==> src/design/mtrl_regs.svh <==
// constants for the memory type range lookup
// What this block does
// - reserved bit writes raise protection fault
// - mask holes resolve to default type
// - 36-bit: 24-bit fields, twelve zero bits appended
// - 40-bit: mask field widens to 28 bits
// - software ranges at least 4K, 4K aligned
// - larger ranges power of two, aligned
// - global enable clear gives uncacheable always
// - low megabyte uses fixed type when enabled
// - single variable match returns its type
// - identical matching types return that type
// - any uncacheable match returns uncacheable
// - write-through with write-back gives write-through
// - other overlaps undefined, software avoids
// - no match returns default type
// - reset clears valid flags and global enable
// - software zeroes all range registers first
// - match when masked address equals masked base
// - mask bit 11 is pair valid flag
// - default bit 10 gates fixed ranges
// - default bit 11 enables all range logic
`ifndef MTRL_REGS_SVH
`define MTRL_REGS_SVH
`define MTRL_PA_WIDTH 36
`define MTRL_PAIRS 8
`define MTRL_PAIR_IDX_W 3
`define MTRL_PAGE_SHIFT 12
`define MTRL_TYPE_LSB 0
`define MTRL_TYPE_W 8
`define MTRL_VALID_BIT 11
`define MTRL_FIXED_ON_BIT 10
`define MTRL_GLOBAL_ON_BIT 11
`define MTRL_LOW_MB_BITS 20
`define MTRL_TYPE_UC 8'h00
`define MTRL_TYPE_WC 8'h01
`define MTRL_TYPE_WT 8'h04
`define MTRL_TYPE_WB 8'h06
`define MTRL_LATENCY 2
`endif

==> src/design/mtrl_pkg.sv <==
// types for the memory type range lookup
package mtrl_pkg;
    typedef enum logic [1:0] {
        MTRL_SEL_DEFAULT = 2'b00,
        MTRL_SEL_BASE = 2'b01,
        MTRL_SEL_MASK = 2'b10
    } mtrl_sel_type;
endpackage

==> src/design/mtrl_if.sv <==
// link between the lookup and the core access path / software
`timescale 1ns/1ps
`include "mtrl_regs.svh"
interface mtrl_if;
    import mtrl_pkg::*;
    logic wr_valid;
    mtrl_sel_type wr_sel;
    logic [`MTRL_PAIR_IDX_W-1:0] wr_index;
    logic [63:0] wr_data;
    logic protection_fault;
    logic req_valid;
    logic [`MTRL_PA_WIDTH-1:0] req_addr;
    logic [`MTRL_TYPE_W-1:0] fixed_type;
    logic rsp_valid;
    logic [`MTRL_TYPE_W-1:0] rsp_type;
    modport device (
        input wr_valid, wr_sel, wr_index, wr_data, req_valid, req_addr, fixed_type,
        output protection_fault, rsp_valid, rsp_type
    );
    modport host (
        output wr_valid, wr_sel, wr_index, wr_data, req_valid, req_addr, fixed_type,
        input protection_fault, rsp_valid, rsp_type
    );
endinterface

==> src/design/mtrl_lookup.sv <==
// device end: range registers and memory type resolution
`timescale 1ns/1ps
`include "mtrl_regs.svh"
module mtrl_lookup
    import mtrl_pkg::*;
(
    // clock and reset
    input wire logic clock_in,
    input wire logic rst_b_in,
    // link
    mtrl_if.device link
);
    // address width and pair count come from the header
    localparam int PA = `MTRL_PA_WIDTH;
    localparam int NP = `MTRL_PAIRS;
    localparam int PS = `MTRL_PAGE_SHIFT;
    localparam int TW = `MTRL_TYPE_W;
    // field width is the address width less the page shift, 24 here
    localparam int FW = PA - PS;
    localparam logic [63:0] DEF_LEGAL = 64'h0000_0000_0000_0CFF;
    // base: type and address field; mask: valid and mask field
    localparam logic [63:0] ADDR_BITS = ((64'h1 << PA) - 64'h1) & ~64'h0FFF;
    localparam logic [63:0] BASE_LEGAL = ADDR_BITS | 64'h0FF;
    localparam logic [63:0] MASK_LEGAL = ADDR_BITS | 64'h800;

    typedef struct packed {
        logic [NP-1:0][PA-PS-1:0] base_field;
        logic [NP-1:0][TW-1:0] base_type;
        logic [NP-1:0][PA-PS-1:0] mask_field;
        logic [NP-1:0] valid;
        logic global_on;
        logic fixed_on;
        logic [TW-1:0] def_type;
        logic fault;
        logic stg_valid;
        logic stg_low;
        logic stg_fixed_on;
        logic stg_global_on;
        logic [NP-1:0] stg_hit;
        logic [TW-1:0] stg_fixed_type;
        logic [TW-1:0] stg_def_type;
        logic [NP-1:0][TW-1:0] stg_types;
        logic rsp_valid;
        logic [TW-1:0] rsp_type;
    } mtrl_state_type;

    mtrl_state_type state_reg;
    mtrl_state_type state_next;

    // ====================================================
    // write legality
    logic def_bad;
    logic base_bad;
    logic mask_bad;

    // a refused write leaves every range register as it was and only sets the fault flag
    assign def_bad = (link.wr_data & ~DEF_LEGAL) != 64'h0;
    assign base_bad = (link.wr_data & ~BASE_LEGAL) != 64'h0;
    assign mask_bad = (link.wr_data & ~MASK_LEGAL) != 64'h0;

    // ====================================================
    // per-pair compare on the incoming page
    logic [FW-1:0] req_page;
    logic [NP-1:0][FW-1:0] masked_page;
    logic [NP-1:0][FW-1:0] masked_base;
    logic [NP-1:0] pair_hit;

    assign req_page = link.req_addr[PA-1:PS];

    for (genvar g = 0; g < NP; g++) begin : g_pair
        assign masked_page[g] = req_page & state_reg.mask_field[g];
        assign masked_base[g] = state_reg.base_field[g] & state_reg.mask_field[g];
        // masked compare, gated by valid
        assign pair_hit[g] = state_reg.valid[g] &&
            (masked_page[g] == masked_base[g]);
    end

    // ====================================================
    // per-pair type classes of the registered hits
    logic [NP-1:0] stg_is_uc;
    logic [NP-1:0] stg_is_wt;
    logic [NP-1:0] stg_is_wb;
    logic [NP-1:0] stg_is_wtwb;

    // only pairs that hit count towards the uncacheable verdict
    for (genvar g = 0; g < NP; g++) begin : g_class
        assign stg_is_uc[g] = state_reg.stg_hit[g] &&
            (state_reg.stg_types[g] == `MTRL_TYPE_UC);
        assign stg_is_wt[g] = (state_reg.stg_types[g] == `MTRL_TYPE_WT);
        assign stg_is_wb[g] = (state_reg.stg_types[g] == `MTRL_TYPE_WB);
        assign stg_is_wtwb[g] = stg_is_wt[g] || stg_is_wb[g];
    end

    // ====================================================
    // next state
    always_comb begin
        logic [TW-1:0] t;
        logic any_hit;
        logic any_uc;
        logic all_same;
        logic only_wtwb;
        logic [TW-1:0] first_t;
        state_next = state_reg;
        t = `MTRL_TYPE_UC;
        any_hit = 1'b0;
        any_uc = 1'b0;
        all_same = 1'b1;
        only_wtwb = 1'b1;
        first_t = '0;
        state_next.fault = 1'b0;
        // register writes
        if (link.wr_valid) begin
            case (link.wr_sel)
                MTRL_SEL_DEFAULT: begin
                    if (def_bad) begin
                        state_next.fault = 1'b1;
                    end else begin
                        state_next.def_type = link.wr_data[TW-1:0];
                        state_next.fixed_on = link.wr_data[`MTRL_FIXED_ON_BIT];
                        state_next.global_on = link.wr_data[`MTRL_GLOBAL_ON_BIT];
                    end
                end
                MTRL_SEL_BASE: begin
                    if (base_bad) begin
                        state_next.fault = 1'b1;
                    end else begin
                        state_next.base_type[link.wr_index] = link.wr_data[TW-1:0];
                        state_next.base_field[link.wr_index] = link.wr_data[PA-1:PS];
                    end
                end
                MTRL_SEL_MASK: begin
                    if (mask_bad) begin
                        state_next.fault = 1'b1;
                    end else begin
                        state_next.valid[link.wr_index] = link.wr_data[`MTRL_VALID_BIT];
                        state_next.mask_field[link.wr_index] = link.wr_data[PA-1:PS];
                    end
                end
                default: begin
                    state_next.fault = 1'b1;
                end
            endcase
        end
        // stage one: config snapshot travels with the request, so a
        // write taken on the same edge only reaches later lookups
        state_next.stg_valid = link.req_valid;
        state_next.stg_low = (link.req_addr[PA-1:`MTRL_LOW_MB_BITS] == '0);
        state_next.stg_fixed_on = state_reg.fixed_on;
        state_next.stg_global_on = state_reg.global_on;
        state_next.stg_fixed_type = link.fixed_type;
        state_next.stg_def_type = state_reg.def_type;
        state_next.stg_types = state_reg.base_type;
        state_next.stg_hit = pair_hit;
        // stage two: precedence
        for (int i = NP - 1; i >= 0; i--) begin
            if (state_reg.stg_hit[i]) begin
                first_t = state_reg.stg_types[i];
            end
        end
        any_hit = |state_reg.stg_hit;
        any_uc = |stg_is_uc;
        for (int i = 0; i < NP; i++) begin
            if (state_reg.stg_hit[i]) begin
                if (state_reg.stg_types[i] != first_t) begin
                    all_same = 1'b0;
                end
                if (!stg_is_wtwb[i]) begin
                    only_wtwb = 1'b0;
                end
            end
        end
        // precedence: enable, fixed low megabyte, variable pairs, default
        if (!state_reg.stg_global_on) begin
            t = `MTRL_TYPE_UC;
        end else if (state_reg.stg_low && state_reg.stg_fixed_on) begin
            t = state_reg.stg_fixed_type;
        end else if (!any_hit) begin
            t = state_reg.stg_def_type;
        end else if (any_uc) begin
            t = `MTRL_TYPE_UC;
        end else if (all_same) begin
            t = first_t;
        end else if (only_wtwb) begin
            t = `MTRL_TYPE_WT;
        end else begin
            t = first_t; // undefined overlap: lowest pair wins
        end
        state_next.rsp_valid = state_reg.stg_valid;
        if (state_reg.stg_valid) begin
            state_next.rsp_type = t;
        end
    end

    // ====================================================
    // state register
    always_ff @(posedge clock_in or negedge rst_b_in) begin
        if (!rst_b_in) begin
            // other range bits are undefined after reset, so zero serves too
            state_reg <= '0; // valid flags and global enable clear
        end else begin
            state_reg <= state_next;
        end
    end

    // ====================================================
    // outputs straight from flip-flops
    assign link.protection_fault = state_reg.fault;
    assign link.rsp_valid = state_reg.rsp_valid;
    assign link.rsp_type = state_reg.rsp_type;
endmodule

==> src/flat_wrapper.sv <==
// flat-port wrapper written by rule: the top's interface ports become plain ports
module mtrl_lookup_flat import mtrl_pkg::*;
  (clock_in, rst_b_in, link_wr_valid, link_wr_sel, link_wr_index, link_wr_data, link_req_valid, link_req_addr, link_fixed_type, link_protection_fault, link_rsp_valid, link_rsp_type);
  mtrl_if link_i ();
  input wire logic clock_in;
  input wire logic rst_b_in;
  input wire logic [$bits(link_i.wr_valid)-1:0] link_wr_valid;
  input wire logic [$bits(link_i.wr_sel)-1:0] link_wr_sel;
  input wire logic [$bits(link_i.wr_index)-1:0] link_wr_index;
  input wire logic [$bits(link_i.wr_data)-1:0] link_wr_data;
  input wire logic [$bits(link_i.req_valid)-1:0] link_req_valid;
  input wire logic [$bits(link_i.req_addr)-1:0] link_req_addr;
  input wire logic [$bits(link_i.fixed_type)-1:0] link_fixed_type;
  output wire logic [$bits(link_i.protection_fault)-1:0] link_protection_fault;
  output wire logic [$bits(link_i.rsp_valid)-1:0] link_rsp_valid;
  output wire logic [$bits(link_i.rsp_type)-1:0] link_rsp_type;
  assign link_i.wr_valid = link_wr_valid;
  assign link_i.wr_sel = link_wr_sel;
  assign link_i.wr_index = link_wr_index;
  assign link_i.wr_data = link_wr_data;
  assign link_i.req_valid = link_req_valid;
  assign link_i.req_addr = link_req_addr;
  assign link_i.fixed_type = link_fixed_type;
  assign link_protection_fault = link_i.protection_fault;
  assign link_rsp_valid = link_i.rsp_valid;
  assign link_rsp_type = link_i.rsp_type;
  mtrl_lookup u_core (.clock_in(clock_in), .rst_b_in(rst_b_in), .link(link_i));
endmodule
==> config.mk <==
export PLATFORM = sky130hd
export DESIGN_NAME = mtrl_lookup_flat
export DESIGN_NICKNAME = d
export VERILOG_FILES = /design/src/design/mtrl_pkg.sv /design/src/design/mtrl_if.sv /design/src/design/mtrl_lookup.sv /design/src/flat_wrapper.sv
export VERILOG_INCLUDE_DIRS = /design/src /design/src/design
export SDC_FILE = /design/constraint.sdc
export NUM_CORES = 1
export LEC_CHECK = 0
export BUFFER_PORTS_ARGS = -buffer_cell sky130_fd_sc_hd__buf_4
export CORE_MARGIN = 2
export CORE_UTILIZATION = 45
export DETAILED_ROUTE_END_ITERATION = 8
export PLACE_DENSITY = 0.66
export SKIP_LAST_GASP = 1
export SLEW_MARGIN = 20
export SYNTH_ARGS = -nofsm -noshare
export SYNTH_HDL_FRONTEND = slang
export SYNTH_SLANG_ARGS = --single-unit
export TNS_END_PERCENT = 20
==> constraint.sdc <==
create_clock -name clock_in -period 2.8 [get_ports clock_in]
set_input_delay 0.42 -clock clock_in [delete_from_list [all_inputs] [get_ports clock_in]]
set_output_delay 0.42 -clock clock_in [all_outputs]
set_load 0.01 [all_outputs]
==> run summary <==
- run status: complete, no violations
- final worst clock skew: 0.04310 ns
- H-tree depth reported by CTS: 2
- main area contributors after synthesis: sky130_fd_sc_hd__dfrtp_1 57%, sky130_fd_sc_hd__mux2_2 20%, sky130_fd_sc_hd__xor2_1 6.7%
- number of buffers between clock root and the deepest sink: 3
- part of the cycle the worst path needs: 99.90%
- overall via count from detail_route: 16282
- final routed DRC violation total: 0
- number of enable-type register cells in the synthesized netlist: 0
- post-synthesis average cell area: 13.47 µm²
- proportion of register bits with asynchronous set or reset after synthesis: 100.0%
- vertical extent of the die: 239.4 µm
- Starting Density: 45.36%
- area of the core region: 54990 µm²
- library cell contributing the largest single delay on the critical path: sky130_fd_sc_hd__or4_1
- post-route minimum period: 2.797 ns
- input/output buffers: 114
- root buf cell: sky130_fd_sc_hd__clkbuf_16
- Mapped Cells: 1851
- total area of multi-input combinational cells: 10280 µm²
- Pleak: 0.01541 µW
- Critical Path Sink Type: flip-flop
- die boundary width: 239.4 µm
- CP Data Arrival Time: 3.35 ns
- yosys synthesis warning count: 0
- # nets final: 2189
- commonest non-fill, non-tap cell in the layout: sky130_fd_sc_hd__dfrtp_1
- Worst Path Class, Setup: reg -> reg
- clock-pin slew of the registers on the worst-case setup and hold paths: 0.06 ns
- die footprint: 57320 µm²
- TritonCTS buffer count: 57
- detail-routed via count per cell: 5.679
- number of buffer and inverter instances along the worst setup path: 1
- clock latency on the worst-skew pair: 0.64 ns
- worst max-slew margin expressed relative to the limit: 50.66%
- number of detailed-routing iterations run before antenna repair: 8
- area of all sequential standard cells: 14220 µm²
- number of max-capacitance violations reported: 0
- top-level I/O count: 127
- ANT nets after route: 0
- number of antenna violations at the first check in global routing: 3
- total power consumption of the routed design: 17130 µW
- proportion of netlist area held by the largest area contributor: 56.99%
- distinct cell type count of the synthesized netlist: 64
- worst stage delay on the critical path: 0.55 ns
- Synth Flop Type: sky130_fd_sc_hd__dfrtp_1
- drt first-iter violations: 1008
- count of antenna diodes in the layout: 0
- Worst IR Drop VDD: 0.5206 mV
- largest fanout of any net on the critical path: 6
- most frequent cells in the layout: 566 x sky130_fd_sc_hd__dfrtp_1, 452 x sky130_fd_sc_hd__mux2_2, 246 x sky130_fd_sc_hd__buf_4
- transition time of the tightest slew-check pin: 0.7345 ns
- total length of routed wires: 67.12 mm
- number of rows created at floorplan: 86
- cell-by-cell listing of the critical path: nand2b_4, buf_4, o22ai_1, o221a_4, a222oi_1, nand2_1, or4_1, o41ai_2, and4_1, a31o_1
- required time of the critical path: 3.35 ns
- largest area contributor in the synthesized netlist: sky130_fd_sc_hd__dfrtp_1
- number of hold violations in the final report: 0
- count of clock tree sinks: 568
- proportion of synthesized chip area in sequential cells: 56.99%
- setup TNS: 0 ns
- wire length of the first global-routing pass: 104.1 mm
- fill cell instance count of the final layout: 4571
- power density cells: 568.5 nW/µm²
- area added between synthesis and finish: 20.81%
- via count of the first global-routing pass: 17320
- Finish-stage setup viols: 0
- Total Routing Usage GR: 24.02%
- delay-heaviest family, CP: compound AO/OA/AOI/OAI gates
- routed len/inst: 23.41 µm
- unrepaired setup endpoints after global routing: true
- largest net degree at the start of global routing: 74
- peak clock frequency supported by timing: 357.5 MHz
- startpoint type of the worst setup path: flip-flop
- number of flip-flops under the largest register name: 483
- overflow left after global routing: 0
- Post-Syn Nets: 1968
- post-synth design cell area: 24940 µm²
- layout cells sized above 1: 41.15%
- routability congestion estimate: 0.9693
- worst hold path class: in -> reg
- number of max-slew violations in the final report: 0
- TritonCTS clock tree: done
- flop and latch count out of synthesis: 568
- HPWL reported at the end of detailed placement: 46.71 mm
-- worst register-to-register path, cell delays in order (launching register included) --
cell                       delay (ns)
sky130_fd_sc_hd__dfrtp_2         0.46
sky130_fd_sc_hd__nand2b_4        0.18
sky130_fd_sc_hd__buf_4           0.13
sky130_fd_sc_hd__o22ai_1         0.08
sky130_fd_sc_hd__o221a_4         0.33
sky130_fd_sc_hd__a222oi_1        0.34
sky130_fd_sc_hd__nand2_1         0.07
sky130_fd_sc_hd__or4_1           0.55
sky130_fd_sc_hd__o41ai_2         0.24
sky130_fd_sc_hd__and4_1          0.23
sky130_fd_sc_hd__a31o_1          0.13
-- where the power goes --
| group | switching [µW] | internal [µW] | total, µW |
|---|---|---|---|
| clock network | 3260 | 4960 | 8220 |
| logic | 481 | 211 | 691 |
| registers | 4.65 | 8220 | 8220 |
-- Yosys cell counts, types with 6 or more instances --
master / count
sky130_fd_sc_hd__dfrtp_1: 568
sky130_fd_sc_hd__mux2_2: 452
sky130_fd_sc_hd__xor2_1: 192
sky130_fd_sc_hd__clkbuf_1: 77
sky130_fd_sc_hd__a22oi_1: 63
sky130_fd_sc_hd__nand2_1: 56
sky130_fd_sc_hd__nor2_1: 46
sky130_fd_sc_hd__buf_1: 32
sky130_fd_sc_hd__a222oi_1: 27
sky130_fd_sc_hd__nand4_1: 27
sky130_fd_sc_hd__a221oi_1: 26
sky130_fd_sc_hd__nand3_1: 26
sky130_fd_sc_hd__nor4_1: 26
sky130_fd_sc_hd__a22o_1: 20
sky130_fd_sc_hd__inv_1: 18
sky130_fd_sc_hd__nor3_1: 16
sky130_fd_sc_hd__o22ai_1: 16
sky130_fd_sc_hd__mux2_1: 14
sky130_fd_sc_hd__o32ai_1: 10
sky130_fd_sc_hd__buf_2: 9
sky130_fd_sc_hd__or2_2: 9
sky130_fd_sc_hd__buf_4: 8
sky130_fd_sc_hd__nor2b_1: 8
sky130_fd_sc_hd__a31oi_1: 7
sky130_fd_sc_hd__o21ai_0: 7
sky130_fd_sc_hd__a21oi_1: 6
-- repair_timing --
item / 4_1_cts / 5_1_grt
setup endpoints to repair: 1 / 11
hold buffers: 10 / 0
gates resized for setup: 32 / 3
setup buffers: 7 / 0
pin swaps: 16 / 0
gates cloned: 1 / 0
endpoints found under the hold margin: 58 / 0
-- through the flow --
stage	hold WS [ns]	cell area [µm²]	utilization [%]	setup WS, ns	instances
4_1_cts	0.05767	30130	54.79	0.0006004	2867
5_1_grt	0.07419	30130	54.80	-0.1784	2867
2_1_floorplan	0.1244	24960	-	-0.06216	1851
3_5_place_dp	0.3556	27750	50.46	-0.5242	2744
3_3_place_gp	0.3533	27750	50.46	-0.5261	2744
6_report	0.09101	30130	54.80	0.002679	2867
-- per-layer routing --
| metal | part of all wire (%) | up-vias | track usage, % |
|---|---|---|---|
| li1 | - | 7223 | - |
| met1 | 42 | 8559 | 30.55 |
| met2 | 51 | 370 | 42.49 |
| met3 | 3.7 | 126 | 2.927 |
| met4 | 3.1 | 4 | 8.049 |
| met5 | 0.039 | - | 0 |
-- worst paths after layout --
kind / start / end / slack [ns] / cells after the start
worst max-delay path: u_core.state_reg[91]$_DFF_PN0_ / u_core.link.rsp_type[1]$_DFFE_PN0P_ / 0.003 / 10
worst min-delay path: link_wr_valid / u_core.link.protection_fault$_DFF_PN0_ / 0.09 / 2
worst max register to register: u_core.state_reg[91]$_DFF_PN0_ / u_core.link.rsp_type[1]$_DFFE_PN0P_ / 0.003 / 10
worst min register to register: u_core.state_next[65]$_DFFE_PN0P_ / u_core.state_reg[65]$_DFF_PN0_ / 0.36 / 0
max in group asynchronous: rst_b_in / u_core.state_reg[557]$_DFFE_PN0P_ / 1.57 / 3
min in group asynchronous: rst_b_in / u_core.state_reg[38]$_DFF_PN0_ / 0.39 / 2
-- kinds of logic after synthesis --
group / synth area share, %
mux: 21.04
simple gates: 5.077
xor+xnor: 6.848
compound gates: 7.621
flops: 56.99
buf+inv: 2.423
-- area by class of cell --
class	count	area share, %
inverters	18	0.2242
clock inverters	22	1.229
flip-flops and latches	568	47.18
clock buffers	84	5.639
multi-input cells	1137	34.13
repair buffers	290	8.492
well taps	748	3.106
Power figures use the tool's default switching activity.
